==> src/core/ldsc_regs.vh <==
// register map, field positions, reset values and timing figures of the
// serial-controlled led driver register bank; definitions only
`ifndef LDSC_REGS_VH
`define LDSC_REGS_VH

// register offsets on the two-wire port
`define LDSC_ADDR_GENERAL     8'h10
`define LDSC_ADDR_PIN_FUNC    8'h80
`define LDSC_ADDR_AUX_IO      8'h81
`define LDSC_ADDR_PATTERN0    8'h90
`define LDSC_ADDR_PATTERN1    8'h91
`define LDSC_ADDR_PATTERN2    8'h92
`define LDSC_ADDR_PATTERN3    8'h93
`define LDSC_ADDR_PRIMARY     8'hA0
`define LDSC_ADDR_SECONDARY   8'hB0

// power-on values
`define LDSC_RST_GENERAL      8'hC0
`define LDSC_RST_LEVEL        8'hE0
`define LDSC_RST_PIN_FUNC     8'hF8
`define LDSC_RST_AUX_IO       8'hFC
`define LDSC_RST_PATTERN      8'h00

// general control fields
`define LDSC_GC_PRIMARY_EN    0
`define LDSC_GC_SECONDARY_EN  1
`define LDSC_GC_UNISON        2
`define LDSC_GC_RAMP_LO       3
`define LDSC_GC_RAMP_HI       4
`define LDSC_GC_OLED          5
`define LDSC_GC_FIXED_ONES    8'hC0

// pin function control fields
`define LDSC_PF_HARDWARE_ENABLE_MODE_OFF      0
`define LDSC_PF_DIR           1
`define LDSC_PF_DATA          2
`define LDSC_PF_DUTY_LO       3
`define LDSC_PF_DUTY_HI       5
`define LDSC_PF_FREQ_LO       6
`define LDSC_PF_FREQ_HI       7
`define LDSC_DUTY_IO          3'h0
`define LDSC_DUTY_LATCH       3'h7

// auxiliary io fields
`define LDSC_AUX_DIR          0
`define LDSC_AUX_DATA         1
`define LDSC_AUX_FIXED_ONES   8'hFC

// brightness level field width
`define LDSC_LEVEL_BITS       7

// thermal thresholds in degrees celsius
`define LDSC_TEMP_TRIP        8'd140
`define LDSC_TEMP_RELEASE     8'd120

// serial port: byte length and the device address (arbitrary value)
`define LDSC_BYTE_BITS        4'd8
`define LDSC_SLAVE_ADDR       7'h2A

// pattern timing: last sub-slot index of a pattern bit (eight sub-slots per bit) and base slot time
`define LDSC_SLOTS_PER_BIT    3'd7
`define LDSC_CLK_PERIOD_NS    40
`define LDSC_SLOT_TIME_NS     1000
`define LDSC_SLOT_CYCLES      ((`LDSC_SLOT_TIME_NS + `LDSC_CLK_PERIOD_NS - 1) / `LDSC_CLK_PERIOD_NS)

`endif

==> src/core/ldsc_top.v <==
// register bank and two-wire slave port of the led driver control block
// assumes all pins sampled synchronously to ref_clk (25 MHz); open-drain
// pins resolved outside from the output enables
// How it works
// - pin starts as active-high hardware enable
// - low enable resets registers, sinks, switch off
// - function bit 0 leaves hardware-enable mode
// - pattern mode repeats 32 bits, frequency, duty
// - four pattern bytes at 0x90 to 0x93
// - pattern one pulls low, zero releases
// - field 000 io, codes 001 to 110 pattern duty
// - field 111 latches pattern bytes into shifter
// - bits 7:6 pick pattern frequency
// - io mode: bit1 direction, bit2 data
// - input mode loads pin level into bit2
// - aux register: direction, data, ones above
// - aux pin follows data or reflects input
// - shut down at 140, resume below 120
// - register byte then data byte stored
// - bytes eight bits, msb first, change low
// - device acknowledges its own address and each byte written after it
// - registers reset to their power-on values
// - enable bits switch sinks or high impedance
// - unison bit drives both from primary
`timescale 1ns/1ps
`default_nettype none
`include "ldsc_regs.vh"

module ldsc_top #(
  parameter SLAVE_ADDR = `LDSC_SLAVE_ADDR,
  parameter SLOT_BASE  = `LDSC_SLOT_CYCLES
) (
  input  wire       ref_clk,
  input  wire       rst_b,
  input  wire       scl,
  input  wire       sdaIn,
  output wire       sdaOut,
  output wire       sdaOe,
  input  wire       mfpIn,
  output wire       mfpOut,
  output reg        mfpOe,
  input  wire       auxIn,
  output wire       auxOut,
  output reg        auxOe,
  input  wire [7:0] dieTemp,
  output reg        primarySinkOn,
  output reg        secondarySinkOn,
  output reg        switchOn,
  output reg  [6:0] primaryCurrent,
  output reg  [6:0] secondaryCurrent,
  output reg  [1:0] rampSelect,
  output reg        oledMode
);

  // slave states
  localparam [4:0] S_IDLE = 5'h01;
  localparam [4:0] S_ADDR = 5'h02;
  localparam [4:0] S_REG  = 5'h04;
  localparam [4:0] S_DATA = 5'h08;
  localparam [4:0] S_READ = 5'h10;

  reg  [7:0] generalCtl;
  reg  [7:0] pinFunc;
  reg  [7:0] auxCtl;
  reg  [7:0] patByte0;
  reg  [7:0] patByte1;
  reg  [7:0] patByte2;
  reg  [7:0] patByte3;
  reg  [7:0] primaryLevel;
  reg  [7:0] secondaryLevel;

  reg  [4:0] state;
  reg  [3:0] bitCnt;
  reg  [7:0] shiftIn;
  reg  [7:0] readBuf;
  reg  [7:0] regAddr;
  reg        ackPhase;
  reg        masterAck;
  reg        sdaDrive;
  reg        sclPrev;
  reg        sdaPrev;
  reg        wrEn;
  reg  [7:0] wrData;
  reg  [7:0] readData;
  reg        thermalOff;

  wire       sclRise;
  wire       sclFall;
  wire       startSeen;
  wire       stopSeen;
  wire       hwenMode;
  wire       hwShutdown;
  wire [2:0] dutyField;
  wire       patternMode;
  wire       ioMode;
  wire       latchPattern;
  wire       patPullLow;
  wire       deviceOn;

  // bus events from the sampled clock and data lines
  assign sclRise   = scl & ~sclPrev;
  assign sclFall   = ~scl & sclPrev;
  assign startSeen = scl & sclPrev & sdaPrev & ~sdaIn;
  assign stopSeen  = scl & sclPrev & ~sdaPrev & sdaIn;

  // pin function decode; our own pull on the pin never counts as a shutdown
  assign hwenMode     = ~pinFunc[`LDSC_PF_HARDWARE_ENABLE_MODE_OFF];
  assign hwShutdown   = hwenMode & ~mfpIn & ~mfpOe;
  assign dutyField    = pinFunc[`LDSC_PF_DUTY_HI:`LDSC_PF_DUTY_LO];
  assign patternMode  = ~hwenMode & (dutyField != `LDSC_DUTY_IO) &
                        (dutyField != `LDSC_DUTY_LATCH);
  assign ioMode       = ~hwenMode & (dutyField == `LDSC_DUTY_IO);
  assign latchPattern = wrEn & (regAddr == `LDSC_ADDR_PIN_FUNC) &
                        (wrData[`LDSC_PF_DUTY_HI:`LDSC_PF_DUTY_LO] == `LDSC_DUTY_LATCH);
  assign deviceOn     = ~hwShutdown & ~thermalOff;

  // open-drain pins only ever pull low
  assign sdaOut = 1'b0;
  assign sdaOe  = sdaDrive;
  assign mfpOut = 1'b0;
  assign auxOut = 1'b0;

  // pattern generator for the multi-function pin
  ldsc_pattern #(
    .PAT_BITS  (32),
    .SLOT_BASE (SLOT_BASE)
  ) u_pattern (
    .ref_clk   (ref_clk),
    .rst_b     (rst_b),
    .clear     (hwShutdown),
    .latch     (latchPattern),
    .patternIn ({patByte3, patByte2, patByte1, patByte0}),
    .freqSel   (pinFunc[`LDSC_PF_FREQ_HI:`LDSC_PF_FREQ_LO]),
    .dutySel   (dutyField),
    .enable    (patternMode),
    .pullLow   (patPullLow)
  );

  // register read mux, fixed ones in the unused general and aux bits
  always @* begin
    case (regAddr)
      `LDSC_ADDR_GENERAL:   readData = generalCtl | `LDSC_GC_FIXED_ONES;
      `LDSC_ADDR_PIN_FUNC:  readData = pinFunc;
      `LDSC_ADDR_AUX_IO:    readData = auxCtl | `LDSC_AUX_FIXED_ONES;
      `LDSC_ADDR_PATTERN0:  readData = patByte0;
      `LDSC_ADDR_PATTERN1:  readData = patByte1;
      `LDSC_ADDR_PATTERN2:  readData = patByte2;
      `LDSC_ADDR_PATTERN3:  readData = patByte3;
      `LDSC_ADDR_PRIMARY:   readData = primaryLevel;
      `LDSC_ADDR_SECONDARY: readData = secondaryLevel;
      default:              readData = 8'h00;
    endcase
  end

  // line history for edge and condition detection
  always @(posedge ref_clk or negedge rst_b) begin
    if (!rst_b) begin
      sclPrev <= 1'b1;
      sdaPrev <= 1'b1;
    end else begin
      sclPrev <= scl;
      sdaPrev <= sdaIn;
    end
  end

  // two-wire slave: address, register byte, data bytes, reads
  always @(posedge ref_clk or negedge rst_b) begin
    if (!rst_b) begin
      state     <= S_IDLE;
      bitCnt    <= 4'h0;
      shiftIn   <= 8'h00;
      readBuf   <= 8'h00;
      regAddr   <= 8'h00;
      ackPhase  <= 1'b0;
      masterAck <= 1'b0;
      sdaDrive  <= 1'b0;
      wrEn      <= 1'b0;
      wrData    <= 8'h00;
    end else if (hwShutdown) begin
      state     <= S_IDLE;
      bitCnt    <= 4'h0;
      ackPhase  <= 1'b0;
      sdaDrive  <= 1'b0;
      wrEn      <= 1'b0;
    end else begin
      wrEn <= 1'b0;
      if (startSeen) begin
        state    <= S_ADDR;
        bitCnt   <= 4'h0;
        ackPhase <= 1'b0;
        sdaDrive <= 1'b0;
      end else if (stopSeen) begin
        state    <= S_IDLE;
        ackPhase <= 1'b0;
        sdaDrive <= 1'b0;
      end else begin
        case (state)
          S_IDLE: begin
            sdaDrive <= 1'b0;
          end
          S_ADDR, S_REG, S_DATA: begin
            if (sclRise && !ackPhase && bitCnt != `LDSC_BYTE_BITS) begin
              shiftIn <= {shiftIn[6:0], sdaIn};
              bitCnt  <= bitCnt + 4'h1;
            end else if (sclFall && ackPhase) begin
              // ack clock over: release and move on
              ackPhase <= 1'b0;
              sdaDrive <= 1'b0;
              bitCnt   <= 4'h0;
              if (state == S_ADDR && shiftIn[0]) begin
                state    <= S_READ;
                readBuf  <= readData;
                sdaDrive <= ~readData[7];
              end else if (state == S_ADDR) begin
                state <= S_REG;
              end else begin
                state <= S_DATA;
              end
            end else if (sclFall && bitCnt == `LDSC_BYTE_BITS) begin
              if (state == S_ADDR && shiftIn[7:1] != SLAVE_ADDR[6:0]) begin
                state <= S_IDLE;
              end else begin
                ackPhase <= 1'b1;
                sdaDrive <= 1'b1;
                if (state == S_REG) begin
                  regAddr <= shiftIn;
                end
                if (state == S_DATA) begin
                  wrEn   <= 1'b1;
                  wrData <= shiftIn;
                end
              end
            end
          end
          S_READ: begin
            if (sclRise && bitCnt == `LDSC_BYTE_BITS) begin
              masterAck <= ~sdaIn;
            end else if (sclFall) begin
              if (bitCnt == `LDSC_BYTE_BITS) begin
                if (masterAck) begin
                  readBuf  <= readData;
                  sdaDrive <= ~readData[7];
                  bitCnt   <= 4'h0;
                end else begin
                  state <= S_IDLE;
                end
              end else if (bitCnt == 4'h7) begin
                sdaDrive <= 1'b0;
                bitCnt   <= `LDSC_BYTE_BITS;
              end else begin
                readBuf  <= {readBuf[6:0], 1'b0};
                sdaDrive <= ~readBuf[6];
                bitCnt   <= bitCnt + 4'h1;
              end
            end
          end
          default: begin
            state <= S_IDLE;
          end
        endcase
      end
    end
  end

  // register bank with hardware loads of sensed pin levels
  always @(posedge ref_clk or negedge rst_b) begin
    if (!rst_b) begin
      generalCtl     <= `LDSC_RST_GENERAL;
      pinFunc        <= `LDSC_RST_PIN_FUNC;
      auxCtl         <= `LDSC_RST_AUX_IO;
      patByte0       <= `LDSC_RST_PATTERN;
      patByte1       <= `LDSC_RST_PATTERN;
      patByte2       <= `LDSC_RST_PATTERN;
      patByte3       <= `LDSC_RST_PATTERN;
      primaryLevel   <= `LDSC_RST_LEVEL;
      secondaryLevel <= `LDSC_RST_LEVEL;
    end else if (hwShutdown) begin
      generalCtl     <= `LDSC_RST_GENERAL;
      pinFunc        <= `LDSC_RST_PIN_FUNC;
      auxCtl         <= `LDSC_RST_AUX_IO;
      patByte0       <= `LDSC_RST_PATTERN;
      patByte1       <= `LDSC_RST_PATTERN;
      patByte2       <= `LDSC_RST_PATTERN;
      patByte3       <= `LDSC_RST_PATTERN;
      primaryLevel   <= `LDSC_RST_LEVEL;
      secondaryLevel <= `LDSC_RST_LEVEL;
    end else if (wrEn) begin
      case (regAddr)
        `LDSC_ADDR_GENERAL:   generalCtl <= wrData | `LDSC_GC_FIXED_ONES;
        `LDSC_ADDR_PIN_FUNC:  pinFunc <= wrData;
        `LDSC_ADDR_AUX_IO:    auxCtl <= wrData | `LDSC_AUX_FIXED_ONES;
        `LDSC_ADDR_PATTERN0:  patByte0 <= wrData;
        `LDSC_ADDR_PATTERN1:  patByte1 <= wrData;
        `LDSC_ADDR_PATTERN2:  patByte2 <= wrData;
        `LDSC_ADDR_PATTERN3:  patByte3 <= wrData;
        `LDSC_ADDR_PRIMARY:   primaryLevel <= wrData;
        `LDSC_ADDR_SECONDARY: secondaryLevel <= wrData;
        default:              generalCtl <= generalCtl;
      endcase
    end else begin
      // input directions copy the sensed pin levels into the data bits
      if (ioMode && pinFunc[`LDSC_PF_DIR]) begin
        pinFunc[`LDSC_PF_DATA] <= mfpIn;
      end
      if (auxCtl[`LDSC_AUX_DIR]) begin
        auxCtl[`LDSC_AUX_DATA] <= auxIn;
      end
    end
  end

  // thermal shutdown with hysteresis
  always @(posedge ref_clk or negedge rst_b) begin
    if (!rst_b) begin
      thermalOff <= 1'b0;
    end else if (dieTemp >= `LDSC_TEMP_TRIP) begin
      thermalOff <= 1'b1;
    end else if (dieTemp < `LDSC_TEMP_RELEASE) begin
      thermalOff <= 1'b0;
    end
  end

  // pin drivers: pull low only where the mode asks for it
  always @(posedge ref_clk or negedge rst_b) begin
    if (!rst_b) begin
      mfpOe <= 1'b0;
      auxOe <= 1'b0;
    end else begin
      mfpOe <= (patternMode & patPullLow) |
               (ioMode & ~pinFunc[`LDSC_PF_DIR] & ~pinFunc[`LDSC_PF_DATA]);
      // a zero written with output direction pulls low, a one releases
      auxOe <= ~auxCtl[`LDSC_AUX_DIR] & ~auxCtl[`LDSC_AUX_DATA];
    end
  end

  // sink enables, unison and analog-facing outputs
  always @(posedge ref_clk or negedge rst_b) begin
    if (!rst_b) begin
      primarySinkOn    <= 1'b0;
      secondarySinkOn  <= 1'b0;
      switchOn         <= 1'b0;
      primaryCurrent   <= 7'h00;
      secondaryCurrent <= 7'h00;
      rampSelect       <= 2'h0;
      oledMode         <= 1'b0;
    end else begin
      primarySinkOn   <= deviceOn & generalCtl[`LDSC_GC_PRIMARY_EN];
      secondarySinkOn <= deviceOn & generalCtl[`LDSC_GC_SECONDARY_EN] &
                         ~generalCtl[`LDSC_GC_OLED];
      switchOn        <= deviceOn & (generalCtl[`LDSC_GC_PRIMARY_EN] |
                         generalCtl[`LDSC_GC_SECONDARY_EN] | generalCtl[`LDSC_GC_OLED]);
      primaryCurrent  <= primaryLevel[`LDSC_LEVEL_BITS-1:0];
      secondaryCurrent <= generalCtl[`LDSC_GC_UNISON] ?
                          primaryLevel[`LDSC_LEVEL_BITS-1:0] :
                          secondaryLevel[`LDSC_LEVEL_BITS-1:0];
      rampSelect      <= generalCtl[`LDSC_GC_RAMP_HI:`LDSC_GC_RAMP_LO];
      oledMode        <= generalCtl[`LDSC_GC_OLED];
    end
  end

endmodule // ldsc_top
`default_nettype wire

==> src/core/ldsc_pattern.v <==
// pattern generator: 32-bit repeating pattern with frequency and duty choice
// assumes ref_clk at 25 MHz and that the caller decides when the pin is in
// pattern mode; clear is a synchronous shutdown from the hardware enable
`timescale 1ns/1ps
`default_nettype none
`include "ldsc_regs.vh"

module ldsc_pattern #(
  parameter PAT_BITS   = 32,
  parameter SLOT_BASE  = `LDSC_SLOT_CYCLES
) (
  input  wire                ref_clk,
  input  wire                rst_b,
  input  wire                clear,
  input  wire                latch,
  input  wire [PAT_BITS-1:0] patternIn,
  input  wire [1:0]          freqSel,
  input  wire [2:0]          dutySel,
  input  wire                enable,
  output reg                 pullLow
);

  // slot length grows by four for each frequency step
  function [23:0] slotLen;
    input [1:0] sel;
    begin
      slotLen = SLOT_BASE[23:0] << {sel, 1'b0};
    end
  endfunction

  reg  [PAT_BITS-1:0] shiftPat;
  reg  [23:0]         slotCnt;
  reg  [2:0]          slotIdx;
  wire                slotEnd;

  assign slotEnd = (slotCnt >= slotLen(freqSel) - 24'h000001);

  // timing and rotation of the pattern, loaded by the latch code
  always @(posedge ref_clk or negedge rst_b) begin
    if (!rst_b) begin
      shiftPat <= {PAT_BITS{1'b0}};
      slotCnt  <= 24'h000000;
      slotIdx  <= 3'h0;
      pullLow  <= 1'b0;
    end else if (clear) begin
      shiftPat <= {PAT_BITS{1'b0}};
      slotCnt  <= 24'h000000;
      slotIdx  <= 3'h0;
      pullLow  <= 1'b0;
    end else if (latch) begin
      shiftPat <= patternIn;
      slotCnt  <= 24'h000000;
      slotIdx  <= 3'h0;
      pullLow  <= 1'b0;
    end else begin
      if (slotEnd) begin
        slotCnt <= 24'h000000;
        slotIdx <= slotIdx + 3'h1;
        if (slotIdx == `LDSC_SLOTS_PER_BIT) begin
          shiftPat <= {shiftPat[PAT_BITS-2:0], shiftPat[PAT_BITS-1]};
        end
      end else begin
        slotCnt <= slotCnt + 24'h000001;
      end
      // a one pulls low for dutySel eighths of the bit time
      pullLow <= enable & shiftPat[PAT_BITS-1] & (slotIdx < dutySel);
    end
  end

endmodule // ldsc_pattern
`default_nettype wire

==> config.mk <==
export PLATFORM = sky130hd
export DESIGN_NAME = ldsc_top
export DESIGN_NICKNAME = d
export VERILOG_FILES = /design/src/core/ldsc_top.v /design/src/core/ldsc_pattern.v
export VERILOG_INCLUDE_DIRS = /design/src /design/src/core
export SDC_FILE = /design/constraint.sdc
export NUM_CORES = 1
export LEC_CHECK = 0
export ABC_AREA = 1
export BUFFER_PORTS_ARGS = -buffer_cell sky130_fd_sc_hd__buf_4
export CAP_MARGIN = 25
export CORE_UTILIZATION = 67
export DETAILED_ROUTE_END_ITERATION = 10
export GPL_TIMING_DRIVEN = 0
export PLACE_DENSITY_LB_ADDON = 0.12
export SKIP_LAST_GASP = 1
export SLEW_MARGIN = 20
export SYNTH_ARGS = -nofsm -noshare
export SYNTH_HDL_FRONTEND = slang
export SYNTH_SLANG_ARGS = --single-unit
==> constraint.sdc <==
create_clock -name ref_clk -period 6.95 [get_ports ref_clk]
set_input_delay 1.7375 -clock ref_clk [delete_from_list [all_inputs] [get_ports ref_clk]]
set_output_delay 1.7375 -clock ref_clk [all_outputs]
set_load 0.1 [all_outputs]
# After elaboration in Yosys (flattened, before gate mapping)
# Index checks and enable logic that the tools add are counted.
[op_classes]
n_eq_ne = 47
bitwise = 49
n_reduce_logical = 53
order_cmp = 4
muxes = 111
shift = 1
addsub = 4
[op_table]
columns = ["op", "n"]
rows = [
  ["$mux 8", 21],
  ["$mux 32", 4],
  ["$mux 24", 3],
  ["$pmux 8 s9", 1],
  ["$mux 5", 13],
  ["$eq 8x8->1 const B", 8],
  ["$mux 7", 9],
  ["$mux 4", 11],
  ["$ne 5x5->1 const B", 8],
  ["$mux 1", 37],
  ["$and 1x1->1", 25],
  ["$add 24x1->24 const B", 1],
  ["$ge 24x24->1", 1],
  ["$ne 6x6->1 const B", 4],
  ["$reduce_and 2->1", 12],
  ["$reduce_bool 2->1", 12],
  ["$shl 5x3->24 const A", 1],
  ["$sub 24x1->24 const B", 1],
  ["$not 1->1", 21],
  ["$ne 4x4->1 const B", 5],
  ["$mux 6", 3],
  ["$reduce_and 9->1", 2],
  ["$pmux 5 s3", 1],
  ["$reduce_bool 3->1", 5],
  ["38 further kinds", 60],
]
[totals]
output_inout_bits = 26
input_bits = 14
word_cells = 306
register_bits = 193

# Longest topological paths before layout
# Gate-level depths: netlist of run 1.
[depth]
depth_word = 11
depth_mapped = 18
ltp_nobuf = 17

# Modules after synthesis
# From an unflattened synthesis of run 1, not the netlist that was laid out.
[unflattened]
hier_cells = 1333
hier_area_um2 = 10332.4
[by_module_without_submodules]
columns = ["module", "area_each_um2", "instances", "seq_area_each_um2", "cells_per_inst"]
rows = [
  ["ldsc_top", 6379.9, 1, 3345.7, 792],
  ["ldsc_pattern", 3952.5, 1, 1501.4, 541],
]

# Least setup slack after synthesis of run 1
# No wires, ideal clock.
[synth_path]
path_type = "input-to-reg"
start = "input port mfpIn"
end = "register u_pattern.shiftPat[0]"
slack_ns = 3.933
arrival_ns = 2.901
t_required_ns = 6.833
path_buffers = 3
setup_time_ns = 0.117
path_stages = 9
cell_sequence = "nor2_1 nand2_2 inv_1 buf_2 buf_2 buf_1 a21oi_1 nand3_1 nand2_1"
[synth_via]
elab_chain_cells = 5
word_cells_on_any_way = 7
cone_classes = "mux (1); bitwise (3); reduce/logical (3)"
[synth_lines]
columns = ["element", "line_no", "text"]
rows = [
  ["start, declared", "ldsc_top.v:39", "input wire mfpIn,"],
  ["$not 1->1 (*)", "ldsc_top.v:108", "assign hwShutdown = hwenMode & ~mfpIn & ~mfpOe;"],
  ["$and 1x1->1 (*) (2 in a row)", "ldsc_top.v:108", ""],
  ["$reduce_bool 3->1 (no source line)", "n/a", ""],
  ["$reduce_and 2->1 (no source line)", "n/a", ""],
  ["end signal, assigned", "ldsc_pattern.v:41", "shiftPat <= {PAT_BITS{1'b0}};"],
  ["end signal, assigned", "ldsc_pattern.v:46", "shiftPat <= {PAT_BITS{1'b0}};"],
  ["end signal, assigned", "ldsc_pattern.v:51", "shiftPat <= patternIn;"],
  ["end, declared", "ldsc_pattern.v:31", "reg [PAT_BITS-1:0] shiftPat;"],
]
# Every way passes the cells marked *; elsewhere a longest branch is shown, timed or not.
# A chain may end at the register's enable or synchronous reset.

# Worst setup path after layout of run 1
[layout_path]
start = "register pinFunc[6]"
end = "register u_pattern.slotCnt[4]"
[layout_via]
elab_chain_cells = 6
[layout_lines]
columns = ["element", "line_no", "text"]
rows = [
  ["start, declared", "ldsc_top.v:63", "reg [7:0] pinFunc;"],
  ["start signal, assigned", "ldsc_top.v:269", "pinFunc <= `LDSC_RST_PIN_FUNC;"],
  ["start signal, assigned", "ldsc_top.v:279", "pinFunc <= `LDSC_RST_PIN_FUNC;"],
  ["start signal, assigned", "ldsc_top.v:290", "`LDSC_ADDR_PIN_FUNC: pinFunc <= wrData;"],
  ["$shl 5x3->24", "ldsc_pattern.v:27", "slotLen = SLOT_BASE[23:0] << {sel, 1'b0};"],
  ["$sub 24x1->24", "ldsc_pattern.v:36", "assign slotEnd = (slotCnt >= slotLen(freqSel) - 24'h000001);"],
  ["$ge 24x24->1", "ldsc_pattern.v:36", ""],
  ["$mux 24", "ldsc_pattern.v:56", "if (slotEnd) begin"],
  ["$mux 24", "ldsc_pattern.v:50", "end else if (latch) begin"],
  ["$mux 24", "ldsc_pattern.v:45", "end else if (clear) begin"],
  ["end signal, assigned", "ldsc_pattern.v:63", "slotCnt <= slotCnt + 24'h000001;"],
  ["end, declared", "ldsc_pattern.v:32", "reg [23:0] slotCnt;"],
]
# No other way between the ends.

==> results of run 1 <==
-- final cells by class --
type | instances | area share (%)
Timing Repair Buffer | 36 | 2.733
Multi-Input combinational cell | 976 | 41.39
Inverter | 138 | 4.455
Sequential cell | 193 | 41.69
Clock buffer | 22 | 4.078
Tap cell | 188 | 2.023
Buffer | 44 | 2.174
Clock inverter | 10 | 1.463
-- per-layer routing --
| layer | share of wire [%] | global-route usage (%) | vias to the layer above |
|---|---|---|---|
| li1 | - | - | 4459 |
| met5 | 0 | 0 | - |
| met2 | 49 | 61.20 | 432 |
| met1 | 40 | 44.49 | 4454 |
| met3 | 7.5 | 7.339 | 71 |
| met4 | 3.3 | 13.68 | 0 |
-- worst min path at each step --
stage | startpoint | to | slack (ps)
floorplan | primaryLevel[0] | primaryCurrent[0] | 370
global placement | primaryLevel[1] | primaryCurrent[1] | 390
detailed placement | primaryLevel[1] | primaryCurrent[1] | 390
CTS | generalCtl[4] | rampSelect[1] | 410
global route | primaryLevel[5] | primaryCurrent[5] | 420
finish | primaryLevel[0] | primaryCurrent[0] | 410
-- per-stage QoR --
stage,power [mW],cell area [sq um],util (%)
after floorplan,1.961,10430,-
after global placement,2.139,10920,72.10
after detailed placement,2.183,10980,72.52
after CTS,3.246,11630,76.77
after global routing,3.385,11630,76.77
final,3.250,11630,76.77
-- flip-flops by register name, indices dropped and copies added, names as in the netlist, 3 cells and up --
register            flops
generalCtl              6
regAddr                 8
patByte2                8
secondaryCurrent        7
patByte3                8
state                   5
patByte0                8
wrData                  8
secondaryLevel          8
pinFunc                 8
readBuf                 7
u_pattern.shiftPat     32
primaryLevel            8
shiftIn                 8
patByte1                8
primaryCurrent          7
bitCnt                  4
u_pattern.slotCnt      24
u_pattern.slotIdx       3
-- cells in the final DEF, fill, tap and decap left out, drive strengths merged, types with 4 or more instances in the layout --
cell    instances
a21oi          66
a31oi           4
buf            68
bufinv          4
clkbuf         34
conb           12
dfrtp         179
dfstp          14
ha             40
inv           141
nand2         372
nand3         122
nand3b          5
nand4          21
nor2          159
nor3           24
o21ai         118
o22ai           4
xnor2           5
xor2            9
-- logic make-up (layout without fill, tap and decap cells) --
logic type,after synthesis,count (layout)
xor+xnor,14,14
simple gates,708,708
other cells,2,12
flops,193,193
mux,2,2
fa+ha+maj,40,40
compound gates,200,200
buf+inv,182,250
-- report_power, final --
part | switching (mW) | internal, mW
sequential | 0.133 | 1.29
clock | 0.436 | 0.635
combinational | 0.542 | 0.217
==> flow_summary.json, run 1 <==
{
  "fin_crit_sh_pct": 47.26,
  "slew_viol_final": 0,
  "ys_top_cells_by_area": "dfrtp_1 43%, nand2_1 13%, nand3_1 5.7%",
  "worst_pin_slew_ps": 652.4,
  "synth_simple_gate_area_share_pct": 29.33,
  "die_h_microns": 126.5,
  "cts_buffers": 17,
  "critPathLaunch": "pinFunc[6]",
  "grt.total_usage_pct": 35.64,
  "setup_viol": 0,
  "layout.cells.non_filler": 1607,
  "max_freq_mhz": 304.4,
  "critical_path.endpoint": "u_pattern.slotCnt[4]",
  "ir_drop_mv": 0.1960,
  "firstDrtPassIters": 6,
  "synth_top_family_by_area": "simple AND/OR/NAND/NOR gates",
  "worst_skew_pair.late_latency_ps": 450,
  "grt_pass1_wl_microns": 43880,
  "antenna_found_initial": 0,
  "dpl_worst_slack_ps": 3273,
  "ant_nets": 0,
  "total_leakage_power_nw": 5.898,
  "worstPathRequired_ps": 7320,
  "syn_area_sq_um": 10390,
  "nFillCells": 1087,
  "htree_levels": 4,
  "drcViolationCount": 0,
  "synth-compound-area-share_pct": 10.33,
  "critPathKind": "flop to flop",
  "clock_path_buffers": 2,
  "ctsResizeCount": 0,
  "cpMostUsedCell": "nand2_1",
  "synth_ff_type": "dfrtp_1",
  "whs_path_depth": 0,
  "dpl.hpwl_microns": 19520,
  "timing.rr.end": "u_pattern.slotCnt[4]",
  "rsz0062_at_grt": "no",
  "synth_top_area_cell": "dfrtp_1",
  "wl_microns": 27170,
  "skew_ps": 12.21,
  "initial_core_util_pct": 68.62,
  "netlist-cell-type-count": 46,
  "synthCells": 1341,
  "yosys.area.top_type_share_pct": 43.10,
  "place_congestion": 0.9622,
  "setup_ws_ps": 3665,
  "drt_iter0_drc": 1148,
  "root_buffer": "clkbuf_16",
  "grt_pass1_vias": 8931,
  "max_stage_delay_ps": 590,
  "worstPathCellList": "inv_1 > ha_1 > inv_1 > ha_1 > nand4_1 > ha_1 > nand2_1 > inv_1 > nand2_1 > nand2_1 > nand2_1 > nand2_1 > a21oi_1 > nand4_4 > buf_4 > buf_6 > nor2_1",
  "area_growth_pct": 11.88,
  "maxCapViolCount": 0,
  "grt_max_degree": 87,
  "slew_headroom_pct": 56.27,
  "async_flop_share_pct": 100.0,
  "placementRows": 45,
  "placedCellCount": 1575,
  "synth.mux.area_fraction_pct": 0.2167,
  "finalSetupTns_ps": 0,
  "yosysWarningCount": 0,
  "fin_nets": 1460,
  "synthAdderAreaFrac_pct": 4.816,
  "synth-edff-count": 0,
  "cpLargestDelayFamily": "adder cells",
  "powerDensity_nw_per_um2": 279.5,
  "cts_hold_buf": 0,
  "via_count": 9416,
  "register_area_sq_um": 4847,
  "cpMaxStageDelayCell": "dfstp_2",
  "start_kind": "flop",
  "cp-end-kind": "flop",
  "wire_per_inst_microns": 16.90,
  "ys_ff_latch": 193,
  "antenna_cells": 0,
  "final.min_clock_period_ps": 3285,
  "post-cts-setup-buffers": 0,
  "pin_count": 40,
  "cts_tree": "done",
  "cts_sinks": 193,
  "fp.dieW_microns": 126.5,
  "clk_pin_slew_worst_paths_ps": 70,
  "hold_class": "flop to flop",
  "crit_cells": 17,
  "viasPerCell": 5.859,
  "die_area_sq_um": 16010,
  "status": "finished clean",
  "r2r_slack_ps": 3670,
  "drive_gt1_share_pct": 10.99,
  "yosysMostFrequentCell": "nand2_1",
  "crit_path_max_fanout": 10,
  "hold_ws_ps": 411.9,
  "hold_viol": 0,
  "ys_top_cells_by_count": "367 x nand2_1, 179 x dfrtp_1, 147 x nor2_1",
  "path_buf_inv": 5,
  "grt_overflow": 0,
  "multiInputGateArea_sq_um": 4812,
  "rr_startpoint": "pinFunc[6]",
  "r2r_cells": 17,
  "synthXorXnorAreaFrac_pct": 1.180,
  "synth.avg_cell_area_sq_um": 7.750,
  "fp.coreArea_sq_um": 15150,
  "arrival_ps": 3660,
  "portBuffers": 34,
  "ys_seq_area_share_pct": 46.64
}
(Power assumes the default switching activity.)
==> run 2, diff against run 1 <==
CORE_UTILIZATION = 56   (was 67)
clock period = 3 ns   (was 6.95 ns; I/O delays follow)
==> flow_summary.json, run 2 (same netlist as run 1, synthesis figures left out) <==
{
  "grt_max_degree": 102,
  "hold_class": "primary input to asynchronous set/reset pin",
  "rr_startpoint": "pinFunc[6]",
  "hold_viol": 0,
  "rsz0062_at_grt": "yes",
  "cpMaxStageDelayCell": "dfstp_2",
  "timing.rr.end": "u_pattern.shiftPat[29]",
  "initial_core_util_pct": 57.46,
  "grt_pass1_wl_microns": 43930,
  "p_int_mw": 4.604,
  "clk_pin_slew_worst_paths_ps": 70,
  "antenna_found_initial": 0,
  "viasPerCell": 5.551,
  "final_cell_mix": "330 x nand2_1, 179 x dfrtp_1, 144 x nor2_1, 125 x inv_1, 113 x nand3_1",
  "critPathLaunch": "pinFunc[6]",
  "via_count": 9215,
  "max_stage_delay_ps": 570,
  "layout.cells.non_filler": 1660,
  "htree_levels": 4,
  "wl_microns": 26870,
  "cts_hold_buf": 0,
  "antenna_cells": 0,
  "swShare_pct": 36.37,
  "power_frac_clock_pct": 30.0,
  "start_kind": "flop",
  "max_freq_mhz": 335.6,
  "portBuffers": 34,
  "ant_nets": 0,
  "arrival_ps": 3320,
  "maxCapViolCount": 0,
  "wire_per_inst_microns": 16.18,
  "final_core_util_pct": 66.27,
  "firstDrtPassIters": 9,
  "drive_gt1_share_pct": 15.79,
  "grt_pass1_vias": 8647,
  "share_comb_of_total_power_pct": 24.8,
  "r2r_slack_ps": 20,
  "worst_pin_slew_ps": 715.2,
  "drcViolationCount": 12,
  "hold_ws_ps": 298.3,
  "cts_tree": "done",
  "place_congestion": 0.9422,
  "fin_nets": 1472,
  "cts_buffers": 17,
  "reg_top3": "u_pattern.shiftPat: 32 flops, u_pattern.slotCnt: 24 flops",
  "pin_count": 40,
  "final_common_cell": "nand2_1",
  "total_leakage_power_nw": 5.926,
  "status": "finished with violations",
  "slew_headroom_pct": 52.32,
  "clock_path_buffers": 2,
  "worst_skew_pair.late_latency_ps": 440,
  "placedCellCount": 1615,
  "final.min_clock_period_ps": 2980,
  "crit_path_max_fanout": 7,
  "critPathKind": "flop to flop",
  "fp.dieW_microns": 138.2,
  "cts_sinks": 193,
  "path_buf_inv": 5,
  "largest-register": "u_pattern.shiftPat",
  "largest_reg_flops": 32,
  "pwr-share-seq_pct": 45.2,
  "crit_cells": 16,
  "fp.coreArea_sq_um": 18090,
  "die_area_sq_um": 19110,
  "root_buffer": "clkbuf_16",
  "failed_checks": "DRC",
  "fin_crit_sh_pct": 99.33,
  "grt.total_usage_pct": 29.40,
  "worstPathRequired_ps": 3340,
  "skew_ps": 6.949,
  "critical_path.endpoint": "u_pattern.shiftPat[29]",
  "ir_drop_mv": 0.4436,
  "drt_iter0_drc": 822,
  "cpLargestDelayFamily": "simple AND/OR/NAND/NOR gates",
  "grt_overflow": 0,
  "r2r_cells": 16,
  "cp-end-kind": "flop",
  "area_growth_pct": 15.34,
  "die_h_microns": 138.2,
  "setup_viol": 0,
  "p_sw_mw": 2.632,
  "nFillCells": 1550,
  "slew_viol_final": 0,
  "dpl.hpwl_microns": 19540,
  "placementRows": 49,
  "worstPathCellList": "clkinvlp_4 > ha_4 > inv_4 > ha_4 > nand4_1 > ha_1 > nand2_2 > nor2_4 > nand4_1 > inv_2 > a21oi_4 > nand4_4 > buf_6 > buf_12 > nand3_1 > nand2_1",
  "powerDensity_nw_per_um2": 603.7
}
-- run 2: worst reg2reg max path, cell delays in order, from the launching register on --
cell and delay [ps]:
dfstp_2 570, clkinvlp_4 120, ha_4 190, inv_4 70, ha_4 130, nand4_1 190
ha_1 380, nand2_2 110, nor2_4 50, nand4_1 130, inv_2 90, a21oi_4 170
nand4_4 220, buf_6 210, buf_12 140, nand3_1 70, nand2_1 50
-- run 2: power groups by stage --
| stage | Combinational [mW] | Sequential (mW) | Clock [mW] |
|---|---|---|---|
| finish | 1.79 | 3.27 | 2.17 |
| global route | 2.00 | 3.31 | 2.30 |
| CTS | 1.74 | 3.27 | 2.19 |
| detailed placement | 1.71 | 3.32 | 0 |
| global placement | 1.67 | 3.31 | 0 |
| floorplan | 0.837 | 3.71 | 0 |
-- run 2: layout make-up --
class | instances | area (sq um) | share of cell area (%)
flip-flops and latches | 193 | 4847 | 40.44
multi-input cells | 976 | 5042 | 42.07
clock buffers | 17 | 425.4 | 3.549
well taps | 229 | 286.5 | 2.390
clock inverters | 15 | 127.6 | 1.065
inverters | 138 | 524.3 | 4.374
plain buffers | 44 | 276.5 | 2.307
repair buffers | 48 | 456.7 | 3.810
-- run 2: worst min-delay path by stage --
stage,slack (ps),from,cells past startpoint,endpoint
6_report,300,rst_b,1,primaryCurrent[1]
5_1_grt,350,rst_b,1,primaryCurrent[1]
4_1_cts,340,rst_b,1,primaryCurrent[1]
3_5_place_dp,400,primaryLevel[0],0,primaryCurrent[0]
3_3_place_gp,390,primaryLevel[1],0,primaryCurrent[1]
2_1_floorplan,370,primaryLevel[0],0,primaryCurrent[0]
-- run 2: layer usage --
layer / wire length (microns) / global-route usage, % / up-vias
met5: 0 / 0 / -
met2: 12770 / 47.69 / 273
met1: 11860 / 39.94 / 4408
li1: - / - / 4485
met3: 1463 / 5.057 / 49
met4: 771 / 10.59 / 0
-- run 2: per-stage QoR --
step	total power, mW	setup WS, ps	cell area [sq um]	TNS (ps)
2_1_floorplan	4.544	304.1	10430	0
4_1_cts	7.202	3.527	11640	0
5_1_grt	7.614	-141.4	11990	-4908
3_5_place_dp	5.031	-296.1	11010	-13320
3_3_place_gp	4.976	-201.9	10970	-21230
6_report	7.236	20.12	11990	0
-- run 2: repair_timing --
action,in CTS,in global routing
gates cloned,0,3
setup endpoints to repair,58,59
pin swaps,7,22
resized for setup,10,66
setup buffers,6,4
